File: src/hw/dcs_pkg.sv
package dcs_pkg;
  // ------------------------------------------------------------
  // command word bit positions
  // ------------------------------------------------------------
  localparam int CMD_RUN = 0;
  localparam int CMD_COAST_N = 1;
  localparam int CMD_QSTOP_N = 2;
  localparam int CMD_ENABLE_OP = 3;
  localparam int CMD_RAMP_EN = 4;
  localparam int CMD_RAMP_GO = 5;
  localparam int CMD_SETPT_EN = 6;
  localparam int CMD_FAULT_RST = 7;
  localparam int CMD_LINK_EN = 10;
  localparam int CMD_REVERSE = 11;
  // ------------------------------------------------------------
  // state word bit positions
  // ------------------------------------------------------------
  localparam int STS_READY_ON = 0;
  localparam int STS_READY_RUN = 1;
  localparam int STS_RUNNING = 2;
  localparam int STS_FAULT = 3;
  localparam int STS_COAST = 4;
  localparam int STS_QSTOP = 5;
  localparam int STS_INHIBIT = 6;
  localparam int STS_AT_SP_A = 8;
  localparam int STS_AT_SP_B = 9;
  localparam int STS_REMOTE = 10;
  localparam int STS_LEVEL = 11;
  // ------------------------------------------------------------
  // scaling and reset values
  // ------------------------------------------------------------
  localparam logic [15:0] FREQ_FULL_SCALE = 16'h4000;
  localparam logic [15:0] WORD_RESET = 16'h0000;
  // ------------------------------------------------------------
  // profile states, one-hot
  // ------------------------------------------------------------
  typedef enum logic [4:0] {
    ST_NOT_READY = 5'b00001,
    ST_READY_ON = 5'b00010,
    ST_READY_RUN = 5'b00100,
    ST_RUNNING = 5'b01000,
    ST_STOPPING = 5'b10000
  } dcs_state_t;
endpackage : dcs_pkg

File: src/hw/dcs_core.sv
`timescale 1ns/10ps
`default_nettype none
// How it works
// - command bit 0 is the run command, on when set.
// - command bit 1 clear coasts the motor; set is a readiness request.
// - command bit 2 clear stops using the quick decel time; set is readiness.
// - command bit 3 clear shuts the output down; set permits operation.
// - command bit 4 clear holds output frequency at zero.
// - command bit 5 clear freezes the ramp at present frequency.
// - command bit 7 resets a fault and leaves the card not ready.
// - command bit 10 clear ignores the command and setpoint words.
// - command bit 11 flips direction: clear keeps the setpoint sign, set reverses it.
// - state bit 0 shows ready to switch on; bit 6 is its inverse.
// - state bit 3 shows drive tripped.
// - state bits 4 and 5 mirror command bits 1 and 2.
// - state bits 8 and 9 both show output at setpoint.
// - state bit 10 set when link frequency or run command is in effect.
// - state bit 11 set when output at or above detect level.
// - after reset the profile sits in S1, not ready.
// - command bits advance S2, S3, S4 in order; motor runs in S4 and in S5 until stopped.
// - run removed in S4 goes to S5, then S2 or S1 once stopped.
// - running needs command bits 4, 5, 6 and 10 all set.
// - frequency words scale max frequency to 4000 hex, two's complement reverse.
module dcs_core import dcs_pkg::*; #(
  parameter int W = 16
) (
  // clock and reset
  input wire logic clk_sys,
  input wire logic reset,
  // cyclic words from the master, new_words pulses when both are valid
  input wire logic new_words,
  input wire logic [15:0] drive_command_word,
  input wire logic [15:0] speed_setpoint_word,
  // drive settings, same scale as the frequency words
  input wire logic [15:0] freq_detect_level_setting,
  input wire logic [15:0] accel_step,
  input wire logic [15:0] decel_step,
  input wire logic [15:0] decel_time_setting,
  // drive side
  input wire logic fault_flag,
  output logic run_enable,
  output logic output_enable,
  output logic coast_stop_request,
  output logic quick_stop_request,
  output logic reverse,
  output logic fault_reset_request,
  output logic [15:0] decel_step_used,
  // words back to the master
  output logic [15:0] drive_state_word,
  output logic [15:0] speed_actual_word
);
  // ------------------------------------------------------------
  // latched command
  // ------------------------------------------------------------
  logic [15:0] cmd_reg;
  logic [15:0] sp_reg;
  logic linked_reg;
  wire logic take = new_words && drive_command_word[CMD_LINK_EN];
  always_ff @(posedge clk_sys or posedge reset) begin
    if (reset) begin
      cmd_reg <= WORD_RESET;
      sp_reg <= WORD_RESET;
      linked_reg <= 1'b0;
    end else begin
      if (take) cmd_reg <= drive_command_word & 16'h0cff;
      if (take) sp_reg <= speed_setpoint_word;
      if (new_words) linked_reg <= drive_command_word[CMD_LINK_EN];
    end
  end
  wire logic c_run = cmd_reg[CMD_RUN];
  wire logic c_coast_n = cmd_reg[CMD_COAST_N];
  wire logic c_qstop_n = cmd_reg[CMD_QSTOP_N];
  wire logic c_enop = cmd_reg[CMD_ENABLE_OP];
  wire logic c_rst = cmd_reg[CMD_FAULT_RST];
  wire logic gates_ok = cmd_reg[CMD_RAMP_EN] && cmd_reg[CMD_RAMP_GO]
                        && cmd_reg[CMD_SETPT_EN] && cmd_reg[CMD_LINK_EN];
  // ------------------------------------------------------------
  // profile state machine
  // ------------------------------------------------------------
  dcs_state_t state_reg;
  dcs_state_t state_next;
  logic stopped;
  always_comb begin
    state_next = state_reg;
    unique case (state_reg)
      ST_NOT_READY: begin
        if (!fault_flag && !c_rst && !c_run && c_coast_n && c_qstop_n)
          state_next = ST_READY_ON;
      end
      ST_READY_ON: begin
        if (fault_flag || c_rst || !c_coast_n || !c_qstop_n) state_next = ST_NOT_READY;
        else if (c_run) state_next = ST_READY_RUN;
      end
      ST_READY_RUN: begin
        if (fault_flag || c_rst || !c_coast_n || !c_qstop_n) state_next = ST_NOT_READY;
        else if (!c_run) state_next = ST_READY_ON;
        else if (c_enop) state_next = ST_RUNNING;
      end
      ST_RUNNING: begin
        // quick stop ramps down in S5 at the quick rate instead of dropping the output
        if (fault_flag || c_rst || !c_coast_n || !c_enop) state_next = ST_NOT_READY;
        else if (!c_run || !c_qstop_n) state_next = ST_STOPPING;
      end
      ST_STOPPING: begin
        if (fault_flag || c_rst || !c_coast_n) state_next = ST_NOT_READY;
        else if (stopped) state_next = c_qstop_n ? ST_READY_ON : ST_NOT_READY;
      end
      default: state_next = ST_NOT_READY;
    endcase
  end
  always_ff @(posedge clk_sys or posedge reset) begin
    if (reset) state_reg <= ST_NOT_READY;
    else state_reg <= state_next;
  end
  // ------------------------------------------------------------
  // ramp and drive controls
  // ------------------------------------------------------------
  // a frozen ramp still sits in S4, so the freeze keys off the state, not the gates
  wire logic in_s4 = (state_reg == ST_RUNNING);
  wire logic in_run = in_s4 && gates_ok;
  wire logic in_stop = (state_reg == ST_STOPPING);
  wire logic sp_neg = sp_reg[15];
  wire logic [15:0] sp_mag = sp_neg ? 16'(-sp_reg) : sp_reg;
  wire logic [15:0] sp_lim = (sp_mag > FREQ_FULL_SCALE) ? FREQ_FULL_SCALE : sp_mag;
  wire logic [15:0] ramp_target = in_run ? sp_lim : 16'h0000;
  wire logic hold_zero = !cmd_reg[CMD_RAMP_EN] || !c_enop || !c_coast_n
                         || !(in_s4 || in_stop);
  wire logic freeze = in_s4 && !cmd_reg[CMD_RAMP_GO];
  wire logic [15:0] down_step = c_qstop_n ? decel_step : decel_time_setting;
  logic [15:0] level;
  dcs_ramp #(.W(16)) u_ramp (
    .clk_sys(clk_sys),
    .reset(reset),
    .hold_zero(hold_zero),
    .freeze(freeze),
    .target(ramp_target),
    .step_up(accel_step),
    .step_down(down_step),
    .level(level)
  );
  assign stopped = (level == 16'h0000);
  wire logic dir_rev = cmd_reg[CMD_REVERSE] ^ sp_neg;
  // ------------------------------------------------------------
  // state word
  // ------------------------------------------------------------
  wire logic ready_on = (state_reg == ST_READY_ON);
  wire logic ready_run = (state_reg == ST_READY_RUN) || (state_reg == ST_RUNNING);
  wire logic at_sp = in_run && (level == sp_lim);
  wire logic at_lvl = (level >= freq_detect_level_setting);
  logic [15:0] sts_next;
  always_comb begin
    sts_next = 16'h0000;
    sts_next[STS_READY_ON] = ready_on;
    sts_next[STS_READY_RUN] = ready_run;
    sts_next[STS_RUNNING] = in_run;
    sts_next[STS_FAULT] = fault_flag;
    sts_next[STS_COAST] = c_coast_n;
    sts_next[STS_QSTOP] = c_qstop_n;
    sts_next[STS_INHIBIT] = !ready_on;
    sts_next[STS_AT_SP_A] = at_sp;
    sts_next[STS_AT_SP_B] = at_sp;
    sts_next[STS_REMOTE] = linked_reg;
    sts_next[STS_LEVEL] = at_lvl;
  end
  logic [15:0] sts_reg;
  logic [15:0] act_reg;
  logic run_reg, oe_reg, coast_reg, qs_reg, rev_reg, rst_reg;
  logic [15:0] dstep_reg;
  always_ff @(posedge clk_sys or posedge reset) begin
    if (reset) begin
      sts_reg <= 16'h0040;
      act_reg <= WORD_RESET;
      run_reg <= 1'b0;
      oe_reg <= 1'b0;
      coast_reg <= 1'b0;
      qs_reg <= 1'b0;
      rev_reg <= 1'b0;
      rst_reg <= 1'b0;
      dstep_reg <= WORD_RESET;
    end else begin
      sts_reg <= sts_next;
      act_reg <= dir_rev ? 16'(-level) : level;
      run_reg <= in_run || ((in_s4 || in_stop) && !stopped);
      oe_reg <= c_enop && (in_run || in_stop);
      coast_reg <= !c_coast_n;
      qs_reg <= !c_qstop_n;
      rev_reg <= dir_rev;
      rst_reg <= c_rst;
      dstep_reg <= down_step;
    end
  end
  assign drive_state_word = sts_reg;
  assign speed_actual_word = act_reg;
  assign run_enable = run_reg;
  assign output_enable = oe_reg;
  assign coast_stop_request = coast_reg;
  assign quick_stop_request = qs_reg;
  assign reverse = rev_reg;
  assign fault_reset_request = rst_reg;
  assign decel_step_used = dstep_reg;
  // ------------------------------------------------------------
  // checks
  // ------------------------------------------------------------
  chk_reset_not_ready: assert property (@(posedge clk_sys) disable iff (reset)
    c_rst |=> state_reg == ST_NOT_READY) else $error("fault reset left card ready");
  chk_inhibit_inverse: assert property (@(posedge clk_sys) disable iff (reset)
    sts_reg[STS_INHIBIT] == !sts_reg[STS_READY_ON]) else $error("bit 6 not inverse of bit 0");
  chk_mirror_bits: assert property (@(posedge clk_sys) disable iff (reset)
    ##1 sts_reg[STS_COAST] == $past(c_coast_n) && sts_reg[STS_QSTOP] == $past(c_qstop_n))
    else $error("state word mirror wrong");
  chk_fault_bit: assert property (@(posedge clk_sys) disable iff (reset)
    fault_flag |=> sts_reg[STS_FAULT]) else $error("fault bit not shown");
  chk_link_ignore: assert property (@(posedge clk_sys) disable iff (reset)
    new_words && !drive_command_word[CMD_LINK_EN] |=> $stable(cmd_reg))
    else $error("word taken while link disabled");
  chk_run_gates: assert property (@(posedge clk_sys) disable iff (reset)
    sts_reg[STS_RUNNING] |-> $past(gates_ok)) else $error("running without gates");
  chk_stop_path: assert property (@(posedge clk_sys) disable iff (reset)
    state_reg == ST_RUNNING && state_next != ST_RUNNING && c_coast_n && !c_rst
    && c_enop && !fault_flag |=> state_reg == ST_STOPPING) else $error("run drop not to S5");
  chk_zero_hold: assert property (@(posedge clk_sys) disable iff (reset)
    !cmd_reg[CMD_RAMP_EN] |=> level == 16'h0000) else $error("frequency not held at zero");
  chk_unused_zero: assert property (@(posedge clk_sys) disable iff (reset)
    sts_reg[15:12] == 4'h0 && !sts_reg[7]) else $error("unused state bits set");
  chk_run_cmd: assert property (@(posedge clk_sys) disable iff (reset)
    state_reg == ST_READY_RUN |-> $past(c_run)) else $error("S3 without run command");
  chk_coast_out: assert property (@(posedge clk_sys) disable iff (reset)
    !c_coast_n |=> coast_stop_request && level == 16'h0000)
    else $error("coast request not carried out");
  chk_qstop_step: assert property (@(posedge clk_sys) disable iff (reset)
    !c_qstop_n |=> decel_step_used == $past(decel_time_setting))
    else $error("quick stop not using quick decel");
  chk_enable_off: assert property (@(posedge clk_sys) disable iff (reset)
    !c_enop |=> !output_enable) else $error("output enabled without bit 3");
  chk_freeze_level: assert property (@(posedge clk_sys) disable iff (reset)
    freeze && !hold_zero |=> level == $past(level)) else $error("ramp moved while frozen");
  chk_dir_out: assert property (@(posedge clk_sys) disable iff (reset)
    1'b1 |=> reverse == ($past(cmd_reg[CMD_REVERSE]) ^ $past(sp_reg[15])))
    else $error("direction output wrong");
  chk_at_setpoint: assert property (@(posedge clk_sys) disable iff (reset)
    sts_reg[STS_AT_SP_A] == sts_reg[STS_AT_SP_B]) else $error("setpoint bits differ");
  chk_level_flag: assert property (@(posedge clk_sys) disable iff (reset)
    1'b1 |=> sts_reg[STS_LEVEL] == ($past(level) >= $past(freq_detect_level_setting)))
    else $error("level flag wrong");
  chk_ready_bits: assert property (@(posedge clk_sys) disable iff (reset)
    sts_reg[STS_RUNNING] |-> sts_reg[STS_READY_RUN]) else $error("running without ready");
  chk_s4_order: assert property (@(posedge clk_sys) disable iff (reset)
    state_reg == ST_RUNNING |-> $past(state_reg) == ST_READY_RUN
    || $past(state_reg) == ST_RUNNING) else $error("S4 entered out of order");
  chk_s5_entry: assert property (@(posedge clk_sys) disable iff (reset)
    state_reg == ST_STOPPING |-> $past(state_reg) == ST_RUNNING
    || $past(state_reg) == ST_STOPPING) else $error("S5 entered not from S4");
  chk_speed_sign: assert property (@(posedge clk_sys) disable iff (reset)
    1'b1 |=> speed_actual_word == (reverse ? 16'(-$past(level)) : $past(level)))
    else $error("actual speed sign wrong");
  chk_scale_limit: assert property (@(posedge clk_sys) disable iff (reset)
    level <= FREQ_FULL_SCALE) else $error("frequency above full scale");
  cov_freeze_hold: cover property (@(posedge clk_sys) disable iff (reset)
    freeze && level != 16'h0000);
  cov_reach_run: cover property (@(posedge clk_sys) disable iff (reset) in_run);
  cov_stop_back: cover property (@(posedge clk_sys) disable iff (reset)
    state_reg == ST_STOPPING ##1 state_reg == ST_READY_ON);
  cov_fault_drop: cover property (@(posedge clk_sys) disable iff (reset)
    state_reg == ST_RUNNING ##1 state_reg == ST_NOT_READY);
endmodule : dcs_core
`default_nettype wire

File: src/hw/dcs_ramp.sv
`timescale 1ns/10ps
`default_nettype none
// ramp generator: magnitude moves toward target by step per tick
module dcs_ramp import dcs_pkg::*; #(
  parameter int W = 16
) (
  // clock and reset
  input wire logic clk_sys,
  input wire logic reset,
  // control
  input wire logic hold_zero,
  input wire logic freeze,
  input wire logic [W-1:0] target,
  input wire logic [W-1:0] step_up,
  input wire logic [W-1:0] step_down,
  // result
  output logic [W-1:0] level
);
  logic [W-1:0] level_reg;
  logic [W-1:0] level_next;
  wire logic [W:0] up_sum = {1'b0, level_reg} + {1'b0, step_up};
  wire logic [W-1:0] up_val = (up_sum > {1'b0, target}) ? target : up_sum[W-1:0];
  wire logic [W-1:0] dn_val = (level_reg - target < step_down) ? target : level_reg - step_down;
  assign level_next = hold_zero ? '0 :
                      freeze ? level_reg :
                      (level_reg < target) ? up_val :
                      (level_reg > target) ? dn_val : level_reg;
  always_ff @(posedge clk_sys or posedge reset) begin
    if (reset) level_reg <= '0;
    else level_reg <= level_next;
  end
  assign level = level_reg;
endmodule : dcs_ramp
`default_nettype wire
File: config.mk
export PLATFORM = sky130hd
export DESIGN_NAME = dcs_core
export DESIGN_NICKNAME = d
export VERILOG_FILES = /design/src/hw/dcs_pkg.sv /design/src/hw/dcs_core.sv /design/src/hw/dcs_ramp.sv
export SDC_FILE = /design/constraint.sdc
export NUM_CORES = 1
export LEC_CHECK = 0
export BUFFER_PORTS_ARGS = -buffer_cell sky130_fd_sc_hd__buf_4
export CAP_MARGIN = 20
export CORE_UTILIZATION = 40
export DETAILED_ROUTE_END_ITERATION = 16
export PLACE_DENSITY = 0.57
export SYNTH_ARGS = -nofsm -noshare
export SYNTH_HDL_FRONTEND = slang
export SYNTH_HIERARCHICAL = 1
export SYNTH_SLANG_ARGS = --single-unit
File: constraint.sdc
create_clock -name clk_sys -period 7.2 [get_ports clk_sys]
set_input_delay 0.72 -clock clk_sys [delete_from_list [all_inputs] [get_ports clk_sys]]
set_output_delay 0.72 -clock clk_sys [all_outputs]
set_load 0.005 [all_outputs]
==> metrics.md, run 1 <==
| Metric | Value |
|---|---|
| Row cnt | 52 |
| Synthesis warning total | 6 |
| Skew final | 0.0145 ns |
| Filler cell count | 1998 |
| Arrival time worst endpoint | 6.91 ns |
| DRC errors left | 0 |
| PwrDens | 158 nW/µm² |
| Leakage | 4.93 nW |
| Placed instance area | 9720 µm² |
| Gr usage total | 22.5% |
| Most numerous cell in the Yosys netlist | ha_1 |
| Reg-to-reg slack, setup | 0.52 ns |
| Clock-pin slew on the worst setup and hold paths | 0.08 ns |
| Setup Viol. Count Final | 0 |
| Via/cell ratio | 5.54 |
| Final cycle utilization of the critical path | 92.7% |
| Worst skew pair latency | 0.36 ns |
| Slowest-stage cell, CP | or4_4 |
| Netlist area before placement | 8350 µm² |
| Die Span Y | 147 µm |
| Post-synth EDFFs | 0 |
| First-pass GRT wire length | 37500 µm |
| Hold WC Path Type | in -> async |
| CTS buffer count | 9 |
| Antenna Nets Post-Route | 0 |
| PortBufs | 142 |
| Final hold violation count | 0 |
| Status | finished, final reports clean |
| Async S/R FF share, synth | 100% |
| Crit end category | flip-flop |
| DR iter-0 viols | 395 |
| Maximum resistive drop on vdd | 0.0981 mV |
| Hpwl dp | 18700 µm |
| Final nets | 1276 |
| Reg2reg start | sp_reg[3]$_DFFE_PP0P_ |
| Aggregate global routing overflow | 0 |
| Die Area | 21500 µm² |
| Core area | 20400 µm² |
| Initial antenna violation count | 0 |
| Via Count | 7491 |
| Post-synthesis compound-gate area fraction | 19.7% |
| Seq/Total Area, Yosys | 28.8% |
| Adder-cell area share of the yosys netlist | 15.1% |
| Most frequent CP cell | o21ai_0 |
| CP bufs+invs | 3 |
| Postcts setup bufs | 0 |
| GP Congestion | 0.909 |
| Layout cells sized above 1 | 23.2% |
| WL/cell | 17.7 µm |
| RR Endpoint | u_ramp/level[12]$_DFFE_PP0P_ |
| Worst-margin pin slew | 0.927 ns |
| Starting density of the core | 41.0% |
| Worst EP required | 7.43 ns |
| Crit-path max FO | 13 |
| Synth Area in Simple Gates | 17.6% |
| CTS tree | built |
| Vias in the first global route | 6960 |
| Antenna diodes | 0 |
| Synth Area in XOR/XNOR | 7.01% |
| Most used DFF post-synth | dfrtp_1 |
| Synth cell types | 87 |
| Delay-heaviest family, CP | compound AO/OA/AOI/OAI gates |
| DRT Pass-1 Iters | 6 |
| Tmin final | 6.68 ns |
| Max_slew headroom | 37.8% |
| CTS H-tree lvls | 3 |
| Top post-synthesis cells by count | ha_1, dfrtp_1, inv_1, nor2_1, a21oi_1 |
| Clock sinks | 96 |
| CP Launch Type | flip-flop |
| Top cells by area, synth | dfrtp_1, ha_1, mux2_2, xnor2_1, inv_1 |
| RSZ-0062 raised after global routing | false |
| Pin count of the biggest net entering global routing | 68 |
| Fin Setup TNS | 0 ns |
| Largest family of logic cells by synthesized area | compound AO/OA/AOI/OAI gates |
| Die X | 147 µm |
| Number of synthesized register bits | 96 |
| Max Cap Viol | 0 |
| Synthesized area per cell | 8.93 µm² |
| Final instance area | 10100 µm² |
| Drt total wl | 24000 µm |
| Top cell type's share of synthesized area | 28.2% |
| Post-synthesis instance total | 936 |
| Achievable frequency | 0.150 GHz |
| Worst path max stage delay | 0.61 ns |
| Synth area leader | dfrtp_1 |
| Clk buf depth | 2 |
| Clk root buf | clkbuf_16 |
| Io pins | 154 |
| R2R depth | 30 |
| Mux share of post-synthesis cell area | 6.16% |
| Max-slew violation count | 0 |
| Critical path class | reg -> reg |
| Area Overhead vs Synth | 20.4% |
==> worst max-delay path by stage <==
stage | start | endpoint | cells after the start
after global routing | sp_reg[0]$_DFFE_PP0P_ | u_ramp/level[10]$_DFFE_PP0P_ | 32
after global placement | sp_reg[0]$_DFFE_PP0P_ | u_ramp/level[3]$_DFFE_PP0P_ | 30
final | sp_reg[3]$_DFFE_PP0P_ | u_ramp/level[12]$_DFFE_PP0P_ | 30
after detailed placement | sp_reg[0]$_DFFE_PP0P_ | u_ramp/level[12]$_DFFE_PP0P_ | 32
after floorplan | sp_reg[0]$_DFFE_PP0P_ | u_ramp/level[1]$_DFFE_PP0P_ | 31
after CTS | sp_reg[0]$_DFFE_PP0P_ | u_ramp/level[10]$_DFFE_PP0P_ | 32
==> routing by layer <==
metal  wire, µm  vias to the layer above  GRT usage [%]
li1           -                     3696              -
met3       1540                       25           3.44
met5          0                        -              0
met2      10200                      282           33.7
met4        432                        0           6.15
met1      11800                     3488           33.4
==> cells by family (layout without fill, tap and decap cells) <==
logic type | Yosys count | in the layout
AND/OR/NAND/NOR | 280 | 280
buffers and inverters | 112 | 253
AO/OA/AOI/OAI | 236 | 236
XOR/XNOR | 66 | 66
other | 1 | 6
adder cells (fa/ha/maj) | 99 | 99
flip-flops | 96 | 96
multiplexers | 46 | 46
==> power breakdown <==
part / leakage [nW] / internal (mW) / switching [mW]
Sequential: 1.22 / 0.585 / 0.0501
Clock: 0.151 / 0.250 / 0.243
Combinational: 3.56 / 0.216 / 0.241
==> metrics by stage <==
stage	power, mW	instances	util [%]	hold WS (ns)	setup slack, ns
floorplan	0.939	941	-	0.352	0.897
global placement	1.09	1336	47.8	0.360	0.621
detailed placement	1.10	1336	47.8	0.368	0.502
CTS	1.59	1352	49.3	0.298	0.487
global route	1.67	1352	49.4	0.312	0.0134
finish	1.58	1352	49.4	0.296	0.523
==> timing repair <==
item                                    CTS  global route
hold buffers                              0             0
endpoints found under the setup margin    0            12
gates resized for setup                   0             4
==> worst register-to-register path: cells and delay by family (launching register included) <==
family | cells | cell delay [ns]
and+or+nand+nor | 10 | 1.84
DFF | 1 | 0.47
xor gates and xnor gates | 1 | 0.43
adders and majority gates | 2 | 0.58
buffers and inverters | 3 | 0.43
AOI/OAI and AO/OA | 14 | 2.80
==> cell type report <==
| class | instances | area, µm² | share of cell area, % |
|---|---|---|---|
| clock buffers | 9 | 225 | 2.24 |
| clock inverters | 7 | 83.8 | 0.834 |
| inverters | 82 | 309 | 3.07 |
| multi-input cells | 733 | 5520 | 54.9 |
| flip-flops and latches | 96 | 2400 | 23.9 |
| well taps | 270 | 338 | 3.36 |
| repair buffers | 155 | 1180 | 11.7 |
==> layout by cell type, fill, tap and decap left out, types with 7 or more instances in the layout <==
| master | count |
|---|---|
| nor4_1 | 9 |
| nand2b_1 | 11 |
| o21a_1 | 10 |
| a21boi_0 | 9 |
| nand3_1 | 23 |
| o21ai_0 | 40 |
| nand2_1 | 51 |
| buf_4 | 154 |
| a211oi_1 | 12 |
| a221oi_1 | 7 |
| xnor2_1 | 37 |
| xor2_1 | 27 |
| nor2_1 | 82 |
| nor3_1 | 31 |
| dfrtp_1 | 94 |
| nand4_1 | 8 |
| and3_1 | 15 |
| inv_1 | 80 |
| ha_1 | 96 |
| clkbuf_16 | 9 |
| o21bai_1 | 7 |
| a21oi_1 | 56 |
| a21o_1 | 21 |
| mux2_2 | 43 |
| a31oi_1 | 10 |
Power figures use the tool's default switching activity.
==> run 2: changes to the inputs <==
--- a/config.mk
+++ b/config.mk
@@ -9,7 +9,7 @@
 export CAP_MARGIN = 20
 export CORE_UTILIZATION = 40
 export DETAILED_ROUTE_END_ITERATION = 16
-export PLACE_DENSITY = 0.57
+export PLACE_DENSITY_LB_ADDON = 0.05
 export SYNTH_ARGS = -nofsm -noshare
 export SYNTH_HDL_FRONTEND = slang
 export SYNTH_HIERARCHICAL = 1
==> run 2 against run 1 <==
Combinational power hardly changed. Clock skew down 0.0022 ns. Clock-buffer cell count unchanged. Critical path depth is 2 lower. Core utilization grew 0.15 points. Power down 1.6%. Die area stayed put. Clock power fell by 5.5%. Hold slack improved by 0.023 ns. Sequential power hardly changed. Critical endpoint is now u_ramp/level[8]$_DFFE_PP0P_.
==> metrics.md, run 2 (synthesis results as in run 1) <==
| Metric | Value |
|---|---|
| Antenna Nets Post-Route | 0 (unchanged) |
| Clk root buf | clkbuf_16 (unchanged) |
| Crit-path max FO | 12 (was 13) |
| DRC errors left | 0 (unchanged) |
| DR iter-0 viols | 579 (was 395) |
| Worst-margin pin slew | 0.889 ns (was 0.927 ns) |
| GP Congestion | 0.858 (was 0.909) |
| Pin count of the biggest net entering global routing | 66 (was 68) |
| Hold WC Path Type | in -> async (unchanged) |
| Setup ws final | 0.429 ns (was 0.523 ns) |
| Final nets | 1281 (was 1276) |
| Clock-pin slew on the worst setup and hold paths | 0.07 ns (was 0.08 ns) |
| RSZ-0062 raised after global routing | false (unchanged) |
| Clock sinks | 96 (unchanged) |
| Status | finished, final reports clean (unchanged) |
| Area Overhead vs Synth | 20.8% (was 20.4%) |
| Die Area | 21500 µm² (unchanged) |
| Aggregate global routing overflow | 0 (unchanged) |
| Placed instance area | 9750 µm² (was 9720 µm²) |
| Skew final | 0.0123 ns (was 0.0145 ns) |
| Max-slew violation count | 0 (unchanged) |
| CTS buffer count | 9 (unchanged) |
| Starting density of the core | 41.0% (unchanged) |
| Io pins | 154 (unchanged) |
| Antenna diodes | 0 (unchanged) |
| Critical path class | reg -> reg (unchanged) |
| Via Count | 7362 (was 7491) |
| Achievable frequency | 0.148 GHz (was 0.150 GHz) |
| Leading cell types in the layout, fill and taps excluded | buf_4, ha_1, dfrtp_1 (unchanged) |
| Fin Setup TNS | 0 ns (unchanged) |
| Slowest-stage cell, CP | or4_4 (unchanged) |
| Maximum resistive drop on vdd | 0.122 mV (was 0.0981 mV) |
| Leakage | 4.95 nW (was 4.93 nW) |
| Via/cell ratio | 5.43 (was 5.54) |
| Setup Viol. Count Final | 0 (unchanged) |
| Reg-to-reg slack, setup | 0.43 ns (was 0.52 ns) |
| PwrDens | 155 nW/µm² (was 158 nW/µm²) |
| First-pass GRT wire length | 37500 µm (about the same) |
| PortBufs | 142 (unchanged) |
| DRT Pass-1 Iters | 5 (was 6) |
| CTS tree | built (unchanged) |
| Commonest non-fill, non-tap cell in the layout | buf_4 (unchanged) |
| Gr usage total | 22.4% (was 22.5%) |
| Crit end category | flip-flop (unchanged) |
| Arrival time worst endpoint | 7.00 ns (was 6.91 ns) |
| Tmin final | 6.77 ns (was 6.68 ns) |
| Final hold violation count | 0 (unchanged) |
| CTS H-tree lvls | 3 (unchanged) |
| Worst skew pair latency | 0.35 ns (was 0.36 ns) |
| CP Launch Type | flip-flop (unchanged) |
| Worst EP required | 7.43 ns (about the same) |
| Die X | 147 µm (unchanged) |
| Drt total wl | 23600 µm (was 24000 µm) |
| Worst path max stage delay | 0.62 ns (was 0.61 ns) |
| Most frequent CP cell | a21oi_1 (was o21ai_0) |
| Die Span Y | 147 µm (unchanged) |
| Max_slew headroom | 40.3% (was 37.8%) |
| Vias in the first global route | 6920 (was 6960) |
| DP Worst Slack | 0.456 ns (was 0.502 ns) |
| WL/cell | 17.4 µm (was 17.7 µm) |
| Layout cells sized above 1 | 23.5% (was 23.2%) |
| Max Cap Viol | 0 (unchanged) |
| Initial antenna violation count | 0 (unchanged) |
| Final cycle utilization of the critical path | 94.0% (was 92.7%) |
| Clk buf depth | 2 (unchanged) |
| Core area | 20400 µm² (unchanged) |
| Final instance area | 10100 µm² (about the same) |
| Hpwl dp | 18600 µm (was 18700 µm) |
| Row cnt | 52 (unchanged) |
==> run 2: cell count changes in the layout (fill, tap and decap cells not counted) <==
cell	before	now
inv_8	3	1
clkinv_2	1	2
buf_4	154	159
nor4b_4	1	2
nor4b_2	1	0
inv_2	1	0
inv_1	80	81
o31ai_4	1	2
clkinv_4	1	2
clkinv_8	2	0
o31ai_2	2	1
inv_6	1	3
==> run 2: final timing paths <==
kind / start / endpoint / cells after the start
worst min register to register: linked_reg$_DFFE_PP0P_ / drive_state_word[10]$_DFF_PP0_ / 0
max in group asynchronous: reset / sp_reg[1]$_DFFE_PP0P_ / 3
worst min-delay path: reset / decel_step_used[1]$_DFF_PP0_ / 2
min in group clk_sys: linked_reg$_DFFE_PP0P_ / drive_state_word[10]$_DFF_PP0_ / 0
worst max register to register: sp_reg[3]$_DFFE_PP0P_ / u_ramp/level[8]$_DFFE_PP0P_ / 28
worst max-delay path: sp_reg[3]$_DFFE_PP0P_ / u_ramp/level[8]$_DFFE_PP0P_ / 28
==> run 2: timing repair <==
action | 4_1_cts | 5_1_grt
hold buffers | 0 | 0
setup buffers | 0 | 2
setup endpoints to repair | 0 | 16
resized for setup | 0 | 5
==> run 2: cell type report <==
cell class / instances / area [µm²]
clock buffer: 9 / 225
clock inverter: 7 / 60.1
fill: 1994 / 10300
inverter: 82 / 309
multi-input combinational: 733 / 5540
sequential: 96 / 2400
tap: 270 / 338
timing repair buffer: 160 / 1210
==> run 2: stage by stage <==
stage	total power [mW]	util (%)	std cells	hold WS [ns]
2_1_floorplan	0.939	-	941	0.352
3_3_place_gp	1.09	47.9	1339	0.361
3_5_place_dp	1.10	47.9	1339	0.375
4_1_cts	1.57	49.3	1355	0.324
5_1_grt	1.65	49.5	1357	0.340
6_report	1.56	49.5	1357	0.319
==> run 2: critical path: cells and delay by family, from the launching register on <==
kind / cells / cell delay, ns
simple gates: 8 / 1.46
fa+ha+maj: 2 / 0.72
xor+xnor: 2 / 0.56
flops: 1 / 0.49
buf+inv: 3 / 0.47
compound gates: 13 / 2.92
==> run 2: where the power goes <==
group	internal, mW	switching (mW)
Sequential	0.585	0.0496
Combinational	0.218	0.241
Clock	0.241	0.224
==> run 2: layer usage <==
layer	share of wire, %	track usage, %	wire length (µm)
met2	42	33.6	9860
met5	0	0	0
met4	1.3	4.48	304
met3	7.0	3.28	1660
met1	50	33.9	11800
==> run 3: changes to the inputs <==
--- a/config.mk
+++ b/config.mk
@@ -10,6 +10,7 @@
 export CORE_UTILIZATION = 40
 export DETAILED_ROUTE_END_ITERATION = 16
 export PLACE_DENSITY_LB_ADDON = 0.05
+export RECOVER_POWER = 50
 export SYNTH_ARGS = -nofsm -noshare
 export SYNTH_HDL_FRONTEND = slang
 export SYNTH_HIERARCHICAL = 1
==> run 3 against run 2 <==
The flow now finishes with violations (capacitance limit, slew limit). Sequential power hardly changed. First-iteration DRC count is 8.6% lower. Clock skew is 0.00051 ns lower. Global-route usage stayed put. Critical path depth stayed put. Clock-buffer cell count stayed put.
==> metrics.md, run 3 (synthesis results as in run 1) <==
| Metric | Value |
|---|---|
| Hold Worst Slack | 0.385 ns (was 0.319 ns) |
| Leakage | 4.90 nW (was 4.95 nW) |
| Via/cell ratio | 5.43 (about the same) |
| Clock sinks | 96 (unchanged) |
| Cts hold-fix bufs | 0 (unchanged) |
| Max-slew violation count | 66 (was 0) |
| Worst-margin pin slew | 3.40 ns (was 0.889 ns) |
| DR iter-0 viols | 529 (was 579) |
| R2R depth | 28 (unchanged) |
| Hpwl dp | 18600 µm (unchanged) |
| Failing checks | capacitance limit, slew limit |
| Final cell count without fillers | 1357 (unchanged) |
| Achievable frequency | 0.148 GHz (about the same) |
| Max Cap Viol | 1 (was 0) |
| DRT Pass-1 Iters | 5 (unchanged) |
| Slowest-stage cell, CP | or4_4 (unchanged) |
| Reg2reg start | sp_reg[3]$_DFFE_PP0P_ (unchanged) |
| CP Launch Type | flip-flop (unchanged) |
| Antenna Nets Post-Route | 0 (unchanged) |
| CTS buffer count | 9 (unchanged) |
| Min-delay src | linked_reg$_DFFE_PP0P_ |
| Clk root buf | clkbuf_16 (unchanged) |
| First-pass GRT wire length | 37500 µm (unchanged) |
| Status | finished, violations left (was finished, final reports clean) |
| DRC errors left | 0 (unchanged) |
| Clk buf depth | 2 (unchanged) |
| CTS H-tree lvls | 3 (unchanged) |
| Most frequent CP cell | a21oi_1 (unchanged) |
| Pin count of the biggest net entering global routing | 66 (unchanged) |
| Final nets | 1281 (unchanged) |
| Io pins | 154 (unchanged) |
| Final hold violation count | 0 (unchanged) |
| CTS tree | built (unchanged) |
| Hold WC Path Type | reg -> reg (was in -> async) |
| RSZ-0062 raised after global routing | false (unchanged) |
| Die Span Y | 147 µm (unchanged) |
| Gr usage total | 22.4% (unchanged) |
| Aggregate global routing overflow | 0 (unchanged) |
| Crit end category | flip-flop (unchanged) |
| Setup Viol. Count Final | 0 (unchanged) |
| Maximum resistive drop on vdd | 0.121 mV (was 0.122 mV) |
| GP Congestion | 0.858 (unchanged) |
| Worst path max stage delay | 0.62 ns (about the same) |
| DP Cell Count | 1339 (unchanged) |
| PortBufs | 142 (unchanged) |
| Drt total wl | 23600 µm (about the same) |
| RR Endpoint | u_ramp/level[8]$_DFFE_PP0P_ (unchanged) |
| Initial antenna violation count | 0 (unchanged) |
| Fin Setup TNS | 0 ns (unchanged) |
| Clock-pin slew on the worst setup and hold paths | 0.07 ns (about the same) |
| Via Count | 7363 (was 7362) |
| Hold path depth | 0 |
| Filler cell count | 2004 (was 1994) |
| Reg-to-reg slack, setup | 0.44 ns (was 0.43 ns) |
| Worst EP required | 7.43 ns (about the same) |
| Commonest non-fill, non-tap cell in the layout | buf_4 (unchanged) |
| Area Overhead vs Synth | 20.3% (was 20.8%) |
| Row cnt | 52 (unchanged) |
| Final cycle utilization of the critical path | 93.9% (was 94.0%) |
| Leading cell types in the layout, fill and taps excluded | buf_4, ha_1, dfrtp_1 (unchanged) |
| Die X | 147 µm (unchanged) |
| Crit-path max FO | 12 (unchanged) |
| Layout cells sized above 1 | 21.1% (was 23.5%) |
| Tmin final | 6.76 ns (was 6.77 ns) |
| Hold path endpoint | drive_state_word[10]$_DFF_PP0_ |
| Vias in the first global route | 6920 (unchanged) |
| Starting density of the core | 41.0% (unchanged) |
| Worst skew pair latency | 0.35 ns (about the same) |
| Skew final | 0.0118 ns (was 0.0123 ns) |
| Core area | 20400 µm² (unchanged) |
| Critical path class | reg -> reg (unchanged) |
| Antenna diodes | 0 (unchanged) |
| Max_slew headroom | -127% (was 40.3%) |
| Die Area | 21500 µm² (unchanged) |
| PwrDens | 155 nW/µm² (about the same) |
| Arrival time worst endpoint | 6.99 ns (was 7.00 ns) |
| WL/cell | 17.4 µm (about the same) |
## run 3: cell count changes in the layout (fill, tap and decap cells not counted), sizes merged
cell	previous run	this run
clkinv	4	3
clkinvlp	0	1
buf	160	132
clkbuf	9	37
## run 3: where the power goes
group          leakage, nW  internal (mW)  total, mW  switching (mW)
Clock                0.143          0.241      0.466           0.225
Sequential            1.22          0.585      0.635          0.0495
Combinational         3.54          0.211      0.453           0.242
## run 3: what timing repair did
item,in CTS,in global routing
gates resized for setup,0,5
buffers inserted,0,2
endpoints found under the setup margin,0,16
## run 3: critical path, delay by kind of cell, from the launching register on
family | cells | cell delay [ns]
XOR/XNOR | 2 | 0.55
AND/OR/NAND/NOR | 8 | 1.46
AO/OA/AOI/OAI | 13 | 2.95
flip-flops | 1 | 0.49
adder cells (fa/ha/maj) | 2 | 0.72
buffers and inverters | 3 | 0.46
## run 3: cell type report
class                           count  area [µm²]  area share, %
Sequential cell                    96        2400           23.9
Clock inverter                      7        60.1          0.598
Inverter                           82         309           3.08
Timing Repair Buffer              160        1170           11.7
Tap cell                          270         338           3.36
Multi-Input combinational cell    733        5540           55.1
Clock buffer                        9         225           2.24
## run 3: worst max path at each step
| stage | startpoint | to | slack, ns | cells past startpoint |
|---|---|---|---|---|
| final | sp_reg[3]$_DFFE_PP0P_ | u_ramp/level[8]$_DFFE_PP0P_ | 0.44 | 28 |
| after global routing | sp_reg[0]$_DFFE_PP0P_ | u_ramp/level[8]$_DFFE_PP0P_ | 0.02 | 32 |
| after CTS | sp_reg[0]$_DFFE_PP0P_ | u_ramp/level[8]$_DFFE_PP0P_ | 0.41 | 30 |
| after detailed placement | sp_reg[0]$_DFFE_PP0P_ | u_ramp/level[8]$_DFFE_PP0P_ | 0.46 | 30 |
| after global placement | sp_reg[0]$_DFFE_PP0P_ | u_ramp/level[3]$_DFFE_PP0P_ | 0.53 | 30 |
| after floorplan | sp_reg[0]$_DFFE_PP0P_ | u_ramp/level[1]$_DFFE_PP0P_ | 0.90 | 31 |
## run 3: per-layer routing
metal / part of all wire [%] / wire (µm) / vias to the layer above / global-route usage (%)
met5: 0 / 0 / - / 0
met4: 0.91 / 216 / 0 / 4.48
met3: 6.9 / 1640 / 11 / 3.28
met2: 42 / 9950 / 261 / 33.6
met1: 50 / 11800 / 3394 / 33.9
li1: - / - / 3697 / -
## run 3: per-stage QoR
stage | cell area [µm²] | setup slack, ns | power, mW | utilization [%]
final | 10000 | 0.441 | 1.55 | 49.3
after global routing | 10000 | 0.0191 | 1.64 | 49.3
after CTS | 10000 | 0.410 | 1.57 | 49.3
after detailed placement | 9750 | 0.456 | 1.10 | 47.9
after global placement | 9750 | 0.531 | 1.09 | 47.9
after floorplan | 8370 | 0.897 | 0.939 | -
